`src/hdl/pwm_map.vh`:
```
// Register map, field positions and reset values of the pulse-width modulator
`ifndef PWM_MAP_VH
`define PWM_MAP_VH

`define PWM_NCH 6
`define PWM_NOUT 4
`define PWM_NPAIR 3

`define PWM_CTRL_OFF 8'h00
`define PWM_CLKSEL_OFF 8'h04
`define PWM_PRESC_OFF 8'h08
`define PWM_STAT_OFF 8'h0C
`define PWM_PER_BASE 8'h10
`define PWM_DUTY_BASE 8'h28
`define PWM_CNT_BASE 8'h40
`define PWM_MAP_END 8'h58

`define PWM_EN_LSB 0
`define PWM_POL_LSB 8
`define PWM_CTR_LSB 16
`define PWM_CAT_LSB 24
`define PWM_AEXP_LSB 0
`define PWM_BEXP_LSB 4
`define PWM_SCLA_LSB 8
`define PWM_SCLB_LSB 16
`define PWM_OUT_LSB 8

`define PWM_EN_RST 6'h00
`define PWM_POL_RST 6'h3F
`define PWM_CTR_RST 6'h00
`define PWM_CAT_RST 3'h0
`define PWM_CLKSEL_RST 12'h000
`define PWM_EXP_RST 3'h0
`define PWM_SCL_RST 8'h01
`define PWM_PER_RST 8'hFF
`define PWM_DUTY_RST 8'h00

`define PWM_RESP_OKAY 2'h0
`define PWM_RESP_SLVERR 2'h2

`endif

```
`src/hdl/pwm_clkgen.v`:
```
// Prescaler producing the four counter clock ticks: primary A, B and scaled A, B
`timescale 1ns/1ps
`include "pwm_map.vh"

module pwm_clkgen (
  // Clock and reset
  input wire clk_sys,
  input wire rst_n,
  // Settings
  input wire [2:0] a_exp,
  input wire [2:0] b_exp,
  input wire [7:0] scl_a,
  input wire [7:0] scl_b,
  // Ticks, bit 0 A, 1 B, 2 scaled_clock_first, 3 scaled_clock_second
  output wire [3:0] tick
);
  reg [7:0] pre_q;
  wire [5:0] exps = {b_exp, a_exp};
  wire [15:0] scls = {scl_b, scl_a};

  always @(posedge clk_sys or negedge rst_n) begin
    if (!rst_n) begin
      pre_q <= 8'h00;
    end else begin
      pre_q <= pre_q + 8'h01;
    end
  end

  genvar k;
  generate
    for (k = 0; k < 2; k = k + 1) begin : g_src
      wire [7:0] mask = ~(8'hFF << exps[3*k +: 3]);
      wire prim = (pre_q & mask) == mask;
      // Scale of zero divides by 512 rather than stopping the source
      wire [9:0] lim = {(scls[8*k +: 8] == 8'h00), scls[8*k +: 8], 1'b0} - 10'h001;
      reg [9:0] s_q;
      reg tp_q;
      reg ts_q;
      always @(posedge clk_sys or negedge rst_n) begin
        if (!rst_n) begin
          s_q <= 10'h000;
          tp_q <= 1'b0;
          ts_q <= 1'b0;
        end else begin
          tp_q <= prim;
          ts_q <= prim & (s_q >= lim);
          if (prim) begin
            s_q <= (s_q >= lim) ? 10'h000 : s_q + 10'h001;
          end
        end
      end
      assign tick[k] = tp_q;
      assign tick[k+2] = ts_q;
    end
  endgenerate
endmodule // pwm_clkgen

```
`src/hdl/pwm_chan.v`:
```
// One modulator channel: double-buffered period and duty, left or centre aligned counter
`timescale 1ns/1ps
`include "pwm_map.vh"

module pwm_chan (
  // Clock and reset
  input wire clk_sys,
  input wire rst_n,
  // Control
  input wire tick,
  input wire en,
  input wire pol,
  input wire centre,
  input wire [15:0] per_buf,
  input wire [15:0] dut_buf,
  // Results
  output reg wave_q,
  output reg [15:0] cnt_q
);
  reg [15:0] per_q;
  reg [15:0] dut_q;
  reg down_q;
  wire [16:0] cnt_inc = {1'b0, cnt_q} + 17'h00001;
  wire at_top = cnt_inc >= {1'b0, per_q};
  // Duty at or above period saturates to fully on; zero duty never asserts
  wire duty_on = (cnt_q < dut_q) | (centre & (dut_q != 16'h0000) & (dut_q >= per_q));

  always @(posedge clk_sys or negedge rst_n) begin
    if (!rst_n) begin
      cnt_q <= 16'h0000;
      per_q <= {8'h00, `PWM_PER_RST};
      dut_q <= {8'h00, `PWM_DUTY_RST};
      down_q <= 1'b0;
      wave_q <= 1'b0;
    end else begin
      wave_q <= (en & duty_on) ~^ pol;
      if (!en) begin
        cnt_q <= 16'h0000;
        down_q <= 1'b0;
        per_q <= per_buf;
        dut_q <= dut_buf;
      end else if (tick) begin
        if (!centre) begin
          if (at_top) begin
            cnt_q <= 16'h0000;
            per_q <= per_buf;
            dut_q <= dut_buf;
          end else begin
            cnt_q <= cnt_inc[15:0];
          end
        end else if (!down_q) begin
          if (at_top) begin
            cnt_q <= per_q;
            down_q <= 1'b1;
          end else begin
            cnt_q <= cnt_inc[15:0];
          end
        end else if (cnt_q <= 16'h0001) begin
          cnt_q <= 16'h0000;
          down_q <= 1'b0;
          per_q <= per_buf;
          dut_q <= dut_buf;
        end else begin
          cnt_q <= cnt_q - 16'h0001;
        end
      end
    end
  end
endmodule // pwm_chan

```
`src/hdl/pwm_top.v`:
```
// Six-channel pulse-width modulator with AXI4-Lite register slave
// Function
// - six channels, only zero to three reach pins
// - channel five shutdown unused, no output effect
// - each channel owns counter, period and duty
// - counters pick one of four clock sources
// - duty spans never-on through always-on
// - left or centre alignment per channel
// - independent software enable per channel
// - per-channel polarity of the duty portion
// - period and duty load at zero or disable
// - channel pairs concatenate into sixteen-bit channel
//
// Design decisions made here: the AXI4-Lite interface to the registers and the placing of the registers.
`timescale 1ns/1ps
`include "pwm_map.vh"

module pwm_top (
  // Clock and reset
  input wire clk_sys,
  input wire rst_n,
  // AXI4-Lite write address
  input wire [7:0] s_axi_awaddr,
  input wire s_axi_awvalid,
  output reg s_axi_awready,
  // AXI4-Lite write data
  input wire [31:0] s_axi_wdata,
  input wire [3:0] s_axi_wstrb,
  input wire s_axi_wvalid,
  output reg s_axi_wready,
  // AXI4-Lite write response
  output reg [1:0] s_axi_bresp,
  output reg s_axi_bvalid,
  input wire s_axi_bready,
  // AXI4-Lite read address
  input wire [7:0] s_axi_araddr,
  input wire s_axi_arvalid,
  output reg s_axi_arready,
  // AXI4-Lite read data
  output reg [31:0] s_axi_rdata,
  output reg [1:0] s_axi_rresp,
  output reg s_axi_rvalid,
  input wire s_axi_rready,
  // Modulator outputs
  output reg [`PWM_NOUT-1:0] pwm_out
);
  // Control registers
  reg [5:0] en_q;
  reg [5:0] pol_q;
  reg [5:0] ctr_q;
  reg [2:0] cat_q;
  reg [11:0] clksel_q;
  reg [2:0] a_exp_q;
  reg [2:0] b_exp_q;
  reg [7:0] scl_a_q;
  reg [7:0] scl_b_q;
  reg [7:0] per_buf_q [0:`PWM_NCH-1];
  reg [7:0] dut_buf_q [0:`PWM_NCH-1];

  // Write channel capture
  reg [7:0] awaddr_q;
  reg [31:0] wdata_q;
  reg [3:0] wstrb_q;
  reg aw_got_q;
  reg w_got_q;

  wire [3:0] tick;
  wire [`PWM_NCH-1:0] wave;
  wire [`PWM_NCH-1:0] run;
  wire [16*`PWM_NCH-1:0] cnt_bus;

  pwm_clkgen u_clkgen (
    .clk_sys(clk_sys),
    .rst_n(rst_n),
    .a_exp(a_exp_q),
    .b_exp(b_exp_q),
    .scl_a(scl_a_q),
    .scl_b(scl_b_q),
    .tick(tick)
  );

  genvar i;
  generate
    for (i = 0; i < `PWM_NCH; i = i + 1) begin : g_ch
      localparam integer ODD = i % 2;
      localparam integer EVN = i - ODD;
      wire cat = cat_q[i/2];
      // Odd member of a joined pair runs 16 bits, the even member is held idle
      wire [15:0] per_v = (ODD == 1 && cat) ?
                          {per_buf_q[EVN], per_buf_q[i]} :
                          {8'h00, per_buf_q[i]};
      wire [15:0] dut_v = (ODD == 1 && cat) ?
                          {dut_buf_q[EVN], dut_buf_q[i]} :
                          {8'h00, dut_buf_q[i]};
      assign run[i] = en_q[i] & ~(ODD == 0 && cat);
      pwm_chan u_chan (
        .clk_sys(clk_sys),
        .rst_n(rst_n),
        .tick(tick[clksel_q[2*i +: 2]]),
        .en(run[i]),
        .pol(pol_q[i]),
        .centre(ctr_q[i]),
        .per_buf(per_v),
        .dut_buf(dut_v),
        .wave_q(wave[i]),
        .cnt_q(cnt_bus[16*i +: 16])
      );
    end
  endgenerate

  // Channels four and five keep running but have no pin; no shutdown input exists
  always @(posedge clk_sys or negedge rst_n) begin
    if (!rst_n) begin
      pwm_out <= {`PWM_NOUT{1'b0}};
    end else begin
      pwm_out <= wave[`PWM_NOUT-1:0];
    end
  end

  // Write decode
  wire [7:0] wa = {awaddr_q[7:2], 2'b00};
  wire [7:0] wper_off = wa - `PWM_PER_BASE;
  wire [7:0] wdut_off = wa - `PWM_DUTY_BASE;
  wire w_per = (wa >= `PWM_PER_BASE) && (wa < `PWM_DUTY_BASE);
  wire w_dut = (wa >= `PWM_DUTY_BASE) && (wa < `PWM_CNT_BASE);
  // Status and counter words are read-only, so writes there are refused
  wire w_ok = (wa == `PWM_CTRL_OFF) ||
              (wa == `PWM_CLKSEL_OFF) ||
              (wa == `PWM_PRESC_OFF) ||
              w_per ||
              w_dut;
  wire do_wr = aw_got_q & w_got_q & ~s_axi_bvalid;
  integer n;

  always @(posedge clk_sys or negedge rst_n) begin
    if (!rst_n) begin
      s_axi_awready <= 1'b1;
      s_axi_wready <= 1'b1;
      s_axi_bvalid <= 1'b0;
      s_axi_bresp <= `PWM_RESP_OKAY;
      aw_got_q <= 1'b0;
      w_got_q <= 1'b0;
      awaddr_q <= 8'h00;
      wdata_q <= 32'h00000000;
      wstrb_q <= 4'h0;
    end else begin
      // Address and data are taken in either order; response waits for both
      if (s_axi_awvalid && s_axi_awready) begin
        awaddr_q <= s_axi_awaddr;
        aw_got_q <= 1'b1;
        s_axi_awready <= 1'b0;
      end
      if (s_axi_wvalid && s_axi_wready) begin
        wdata_q <= s_axi_wdata;
        wstrb_q <= s_axi_wstrb;
        w_got_q <= 1'b1;
        s_axi_wready <= 1'b0;
      end
      if (do_wr) begin
        s_axi_bvalid <= 1'b1;
        s_axi_bresp <= w_ok ? `PWM_RESP_OKAY : `PWM_RESP_SLVERR;
      end
      if (s_axi_bvalid && s_axi_bready) begin
        s_axi_bvalid <= 1'b0;
        aw_got_q <= 1'b0;
        w_got_q <= 1'b0;
        s_axi_awready <= 1'b1;
        s_axi_wready <= 1'b1;
      end
    end
  end

  // Register writes; period and duty go to buffers the channels pick up at period end, the other fields act at once
  always @(posedge clk_sys or negedge rst_n) begin
    if (!rst_n) begin
      en_q <= `PWM_EN_RST;
      pol_q <= `PWM_POL_RST;
      ctr_q <= `PWM_CTR_RST;
      cat_q <= `PWM_CAT_RST;
      clksel_q <= `PWM_CLKSEL_RST;
      a_exp_q <= `PWM_EXP_RST;
      b_exp_q <= `PWM_EXP_RST;
      scl_a_q <= `PWM_SCL_RST;
      scl_b_q <= `PWM_SCL_RST;
      for (n = 0; n < `PWM_NCH; n = n + 1) begin
        per_buf_q[n] <= `PWM_PER_RST;
        dut_buf_q[n] <= `PWM_DUTY_RST;
      end
    end else if (do_wr) begin
      if (wa == `PWM_CTRL_OFF) begin
        if (wstrb_q[0]) begin
          en_q <= wdata_q[`PWM_EN_LSB +: 6];
        end
        if (wstrb_q[1]) begin
          pol_q <= wdata_q[`PWM_POL_LSB +: 6];
        end
        if (wstrb_q[2]) begin
          ctr_q <= wdata_q[`PWM_CTR_LSB +: 6];
        end
        if (wstrb_q[3]) begin
          cat_q <= wdata_q[`PWM_CAT_LSB +: 3];
        end
      end else if (wa == `PWM_CLKSEL_OFF) begin
        if (wstrb_q[0]) begin
          clksel_q[7:0] <= wdata_q[7:0];
        end
        if (wstrb_q[1]) begin
          clksel_q[11:8] <= wdata_q[11:8];
        end
      end else if (wa == `PWM_PRESC_OFF) begin
        if (wstrb_q[0]) begin
          a_exp_q <= wdata_q[`PWM_AEXP_LSB +: 3];
          b_exp_q <= wdata_q[`PWM_BEXP_LSB +: 3];
        end
        if (wstrb_q[1]) begin
          scl_a_q <= wdata_q[`PWM_SCLA_LSB +: 8];
        end
        if (wstrb_q[2]) begin
          scl_b_q <= wdata_q[`PWM_SCLB_LSB +: 8];
        end
      end else if (w_per) begin
        if (wstrb_q[0]) begin
          per_buf_q[wper_off[4:2]] <= wdata_q[7:0];
        end
      end else if (w_dut) begin
        if (wstrb_q[0]) begin
          dut_buf_q[wdut_off[4:2]] <= wdata_q[7:0];
        end
      end
    end
  end

  // Read decode
  wire [7:0] ra = {s_axi_araddr[7:2], 2'b00};
  wire [7:0] rper_off = ra - `PWM_PER_BASE;
  wire [7:0] rdut_off = ra - `PWM_DUTY_BASE;
  wire [7:0] rcnt_off = ra - `PWM_CNT_BASE;
  reg [31:0] rd_data;
  reg rd_err;

  always @* begin
    rd_data = 32'h00000000;
    rd_err = 1'b0;
    if (ra == `PWM_CTRL_OFF) begin
      rd_data[`PWM_EN_LSB +: 6] = en_q;
      rd_data[`PWM_POL_LSB +: 6] = pol_q;
      rd_data[`PWM_CTR_LSB +: 6] = ctr_q;
      rd_data[`PWM_CAT_LSB +: 3] = cat_q;
    end else if (ra == `PWM_CLKSEL_OFF) begin
      rd_data[11:0] = clksel_q;
    end else if (ra == `PWM_PRESC_OFF) begin
      rd_data[`PWM_AEXP_LSB +: 3] = a_exp_q;
      rd_data[`PWM_BEXP_LSB +: 3] = b_exp_q;
      rd_data[`PWM_SCLA_LSB +: 8] = scl_a_q;
      rd_data[`PWM_SCLB_LSB +: 8] = scl_b_q;
    end else if (ra == `PWM_STAT_OFF) begin
      rd_data[5:0] = run;
      rd_data[`PWM_OUT_LSB +: `PWM_NOUT] = pwm_out;
    end else if ((ra >= `PWM_PER_BASE) && (ra < `PWM_DUTY_BASE)) begin
      rd_data[7:0] = per_buf_q[rper_off[4:2]];
    end else if ((ra >= `PWM_DUTY_BASE) && (ra < `PWM_CNT_BASE)) begin
      rd_data[7:0] = dut_buf_q[rdut_off[4:2]];
    end else if ((ra >= `PWM_CNT_BASE) && (ra < `PWM_MAP_END)) begin
      rd_data[15:0] = cnt_bus[16*rcnt_off[4:2] +: 16];
    end else begin
      rd_err = 1'b1;
    end
  end

  // Read channel: one answer outstanding; data is frozen so a slow master sees a stable word
  localparam RD_IDLE = 1'b0;
  localparam RD_RESP = 1'b1;
  reg rd_state_q;

  always @(posedge clk_sys or negedge rst_n) begin
    if (!rst_n) begin
      rd_state_q <= RD_IDLE;
      s_axi_arready <= 1'b1;
      s_axi_rvalid <= 1'b0;
      s_axi_rdata <= 32'h00000000;
      s_axi_rresp <= `PWM_RESP_OKAY;
    end else begin
      case (rd_state_q)
        RD_IDLE: begin
          if (s_axi_arvalid && s_axi_arready) begin
            rd_state_q <= RD_RESP;
            s_axi_arready <= 1'b0;
            s_axi_rvalid <= 1'b1;
            s_axi_rdata <= rd_data;
            s_axi_rresp <= rd_err ? `PWM_RESP_SLVERR : `PWM_RESP_OKAY;
          end
        end
        RD_RESP: begin
          if (s_axi_rvalid && s_axi_rready) begin
            rd_state_q <= RD_IDLE;
            s_axi_rvalid <= 1'b0;
            s_axi_arready <= 1'b1;
          end
        end
        default: begin
          rd_state_q <= RD_IDLE;
        end
      endcase
    end
  end
endmodule // pwm_top

```
`config.mk`:
```
export PLATFORM = sky130hd
export DESIGN_NAME = pwm_top
export DESIGN_NICKNAME = d
export VERILOG_FILES = /design/src/hdl/pwm_clkgen.v /design/src/hdl/pwm_chan.v /design/src/hdl/pwm_top.v
export VERILOG_INCLUDE_DIRS = /design/src /design/src/hdl
export SDC_FILE = /design/constraint.sdc
export NUM_CORES = 1
export LEC_CHECK = 0
export BUFFER_PORTS_ARGS = -buffer_cell sky130_fd_sc_hd__buf_2
export CAP_MARGIN = 15
export CELL_PAD_IN_SITES_DETAIL_PLACEMENT = 0
export CELL_PAD_IN_SITES_GLOBAL_PLACEMENT = 1
export CORE_UTILIZATION = 50
export DETAILED_ROUTE_END_ITERATION = 6
export PLACE_DENSITY_LB_ADDON = 0.2
export SLEW_MARGIN = 25
export SYNTH_ARGS = -nofsm -noshare
export SYNTH_HDL_FRONTEND = slang
export SYNTH_SLANG_ARGS = --single-unit
```
`constraint.sdc`:
```
create_clock -name clk_sys -period 4.9 [get_ports clk_sys]
set_input_delay 0.49 -clock clk_sys [delete_from_list [all_inputs] [get_ports clk_sys]]
set_output_delay 0.49 -clock clk_sys [all_outputs]
set_load 0.05 [all_outputs]
```
==> run metrics <==
outcome complete, but fails checks; failing checks design-rule violations; maxcap violations 0; dominant cell type by area after synthesis dfrtp_1; setup violators final 0; drt total wl 100000 µm; Min-Delay Path Class in2reg; Netlist cell types 100; full die area 64100 µm²; initial antenna violation count 3; gp weighted congestion 0.971; Worst path max stage delay 0.61 ns; area delta synth->final 9.95%; DRC viols 1; final hold violations 0; CP startpoint kind flip-flop; Arr. time, crit path 4.93 ns; clock sinks 486; nets@finish 3513; Die Y 253 µm; Final HPWL DP 74500 µm; r2r endpoint g_ch[5].u_chan.per_q[14]$_DFFE_PN0P_; Worst Path Max Fanout 14; vias 25875; Clock Tree Root clkbuf_16; Clock Path Buffers 3; synth warn 0; Clock Skews 0.0188 ns; pwr dens 470 nW/µm²; part of the cycle the worst path needs 0.904; CTS tree built; reg2reg path depth 14; Total Power 16.3 mW; minimum clock period 4.43 ns; worst slew pin tran 1.04 ns; Worst-Skew Late Latency 0.64 ns; LEAKAGE 15.8 nW; cells after synthesis 3231; I/O Buffers 87; layout cells sized above 1 0.215; post_cts resized 0; RSZ-0062 raised after global routing false; post-route setup slack 0.468 ns; gr usage total 0.316; Rel. slew slack 0.296; WHS 0.0430 ns; ys async rst share 1.00; Achievable Freq 226 MHz; final instance area 34700 µm²; Pins Over Slew Limit 0; Critical Path Sink Type flip-flop; CP max stage cell a2111oi_0; worst min-delay path startpoint s_axi_awvalid; Placement Setup Slack 0.563 ns; DR WL/cell 24.3 µm; CP Class reg2reg; R2R Setup Slk 0.47 ns; vias per std cell 6.26; first-pass GRT wire length 155000 µm; GRT overflow 0; largest net degree at the start of global routing 131; Post-synth EDFFs 0; Worst Hold End s_axi_awready$_DFFE_PN1P_; Final ANT Viol Nets 0; ys flop type dfrtp_1; Die W 253 µm; Num CTS Buffers 56; post-synthesis average cell area 9.76 µm²; top post-synthesis cells by area dfrtp_1, mux2_2, dfstp_2; Worst Path Required 5.40 ns; DP Cell Count 4026; Setup Total Neg Slack 0 ns; htree depth 2; VDD IR max 0.371 mV; Post-DP Area 32700 µm²; number of global-route vias before repair 25628; Initial DRC Count 2269; Clk pin slew, worst setup/hold paths 0.06 ns; worst r2r src g_ch[5].u_chan.cnt_q[0]$_DFFE_PN0P_; hold path cells 2; I/O pin total 104; Cell Rows 91; Synth Cell Area 31500 µm²; TritonRoute pass-1 iters 7; Yosys top cell area share 0.301; fin cells 4134; crit-path cells ha_1, and3_1, and2_1, nand3_1, xnor2_1, ha_1, a2111oi_0, nand4_1, o31ai_1, buf_4, nand2_1, o211ai_2, buf_4, o21ai_0; effective utilization at floorplan 0.508; Core ar. 62100 µm²; Post-Route Utilization 0.559; Seq/Total Area, Yosys 0.390; Yosys reg bits 486
[routing by layer]
layer,part of all wire,global-route usage,up-vias
met2,0.46,0.503,809
met1,0.44,0.435,13079
met5,0.00018,0,-
met3,0.062,0.0522,170
met4,0.036,0.108,2
li1,-,-,11815
[flip-flops by register name (all words and copies together) (netlist names), 6 cells and up]
name	count
u_clkgen.pre_q	7
pol_q	6
per_buf_q	24
g_ch.u_chan.down_q	6
clksel_q	12
scl_b_q	8
g_ch.u_chan.cnt_q	96
wdata_q	27
en_q	6
u_clkgen.g_src.s_q	20
g_ch.u_chan.dut_q	48
g_ch.per_v	24
awaddr_q	6
scl_a_q	8
s_axi_rdata	27
g_ch.u_chan.per_q	72
ctr_q	6
dut_buf_q	48
[cells in the final DEF (no fill, tap or decap), drive strengths merged, types with 110 or more instances in the layout]
cell type	netlist	routed
mux2	274	274
inv	175	175
buf	70	152
o21ai	225	225
nand3	110	110
ha	206	206
dfrtp	379	379
a21oi	157	157
nor2	186	186
nand2	271	271
[logic make-up after synthesis]
family                   synth area share
AND/OR/NAND/NOR                     0.148
AO/OA/AOI/OAI                       0.151
flip-flops                          0.390
buffers and inverters              0.0502
multiplexers                        0.145
adder cells (fa/ha/maj)            0.0817
XOR/XNOR                           0.0333
other                            0.000238
[how the worst max path moves through the flow]
stage                                         from                                    to  slack (ns)  cells after the start
6_report       g_ch[5].u_chan.cnt_q[0]$_DFFE_PN0P_  g_ch[5].u_chan.per_q[14]$_DFFE_PN0P_        0.47                     14
5_1_grt        g_ch[5].u_chan.cnt_q[0]$_DFFE_PN0P_   g_ch[5].u_chan.per_q[9]$_DFFE_PN0P_        0.04                     15
4_1_cts        g_ch[5].u_chan.cnt_q[0]$_DFFE_PN0P_  g_ch[5].u_chan.per_q[14]$_DFFE_PN0P_        0.54                     14
3_5_place_dp   g_ch[5].u_chan.cnt_q[0]$_DFFE_PN0P_   g_ch[5].u_chan.per_q[9]$_DFFE_PN0P_        0.56                     15
3_3_place_gp   g_ch[5].u_chan.cnt_q[0]$_DFFE_PN0P_   g_ch[5].u_chan.per_q[9]$_DFFE_PN0P_        0.65                     15
2_1_floorplan  g_ch[1].u_chan.cnt_q[4]$_DFFE_PN0P_   g_ch[1].u_chan.dut_q[4]$_DFFE_PN0P_        1.00                     19
[power by group]
| part | leakage [nW] | switching [mW] | internal (mW) |
|---|---|---|---|
| clock | 0.961 | 1.84 | 2.57 |
| sequential | 6.21 | 1.34 | 4.98 |
| combinational | 8.62 | 3.14 | 2.41 |
[worst max-delay path, delay by kind of cell (launching register included)]
family                   cells  cell delay [ns]
AO/OA/AOI/OAI                4             1.50
buffers and inverters        2             0.48
flip-flops                   1             0.58
XOR/XNOR                     1             0.24
adder cells (fa/ha/maj)      2             0.62
AND/OR/NAND/NOR              5             0.88
[synth_stat cells (all sizes together), types with 24 or more instances]
library cell  count
a211o            24
a211oi           33
a21o             40
a21oi           157
a221oi           30
a31oi            26
and3             38
buf              70
clkbuf          131
dfrtp           379
dfstp           107
ha              206
inv             175
mux2            274
mux2i            59
mux4             38
nand2           271
nand2b           40
nand3           110
nand4            51
nor2            186
nor2b            43
nor3             62
nor4             34
o21ai           225
xnor2            73
xor2             47
[final cells by class]
class                      instances  area, µm²
fill                            5449      27400
clock buffer                      76       1640
sequential                       486      12300
inverter                         177        664
clock inverter                    30        309
antenna                            1       2.50
tap                              837       1050
timing repair buffer             153        996
multi-input combinational       2374      17700
[what timing repair did]
item                                   in CTS  in global routing
buffers inserted                            0                  0
hold buffers                                1                  0
endpoints found under the hold margin      60                  0
No activity file was read; power rests on OpenSTA's default activity.
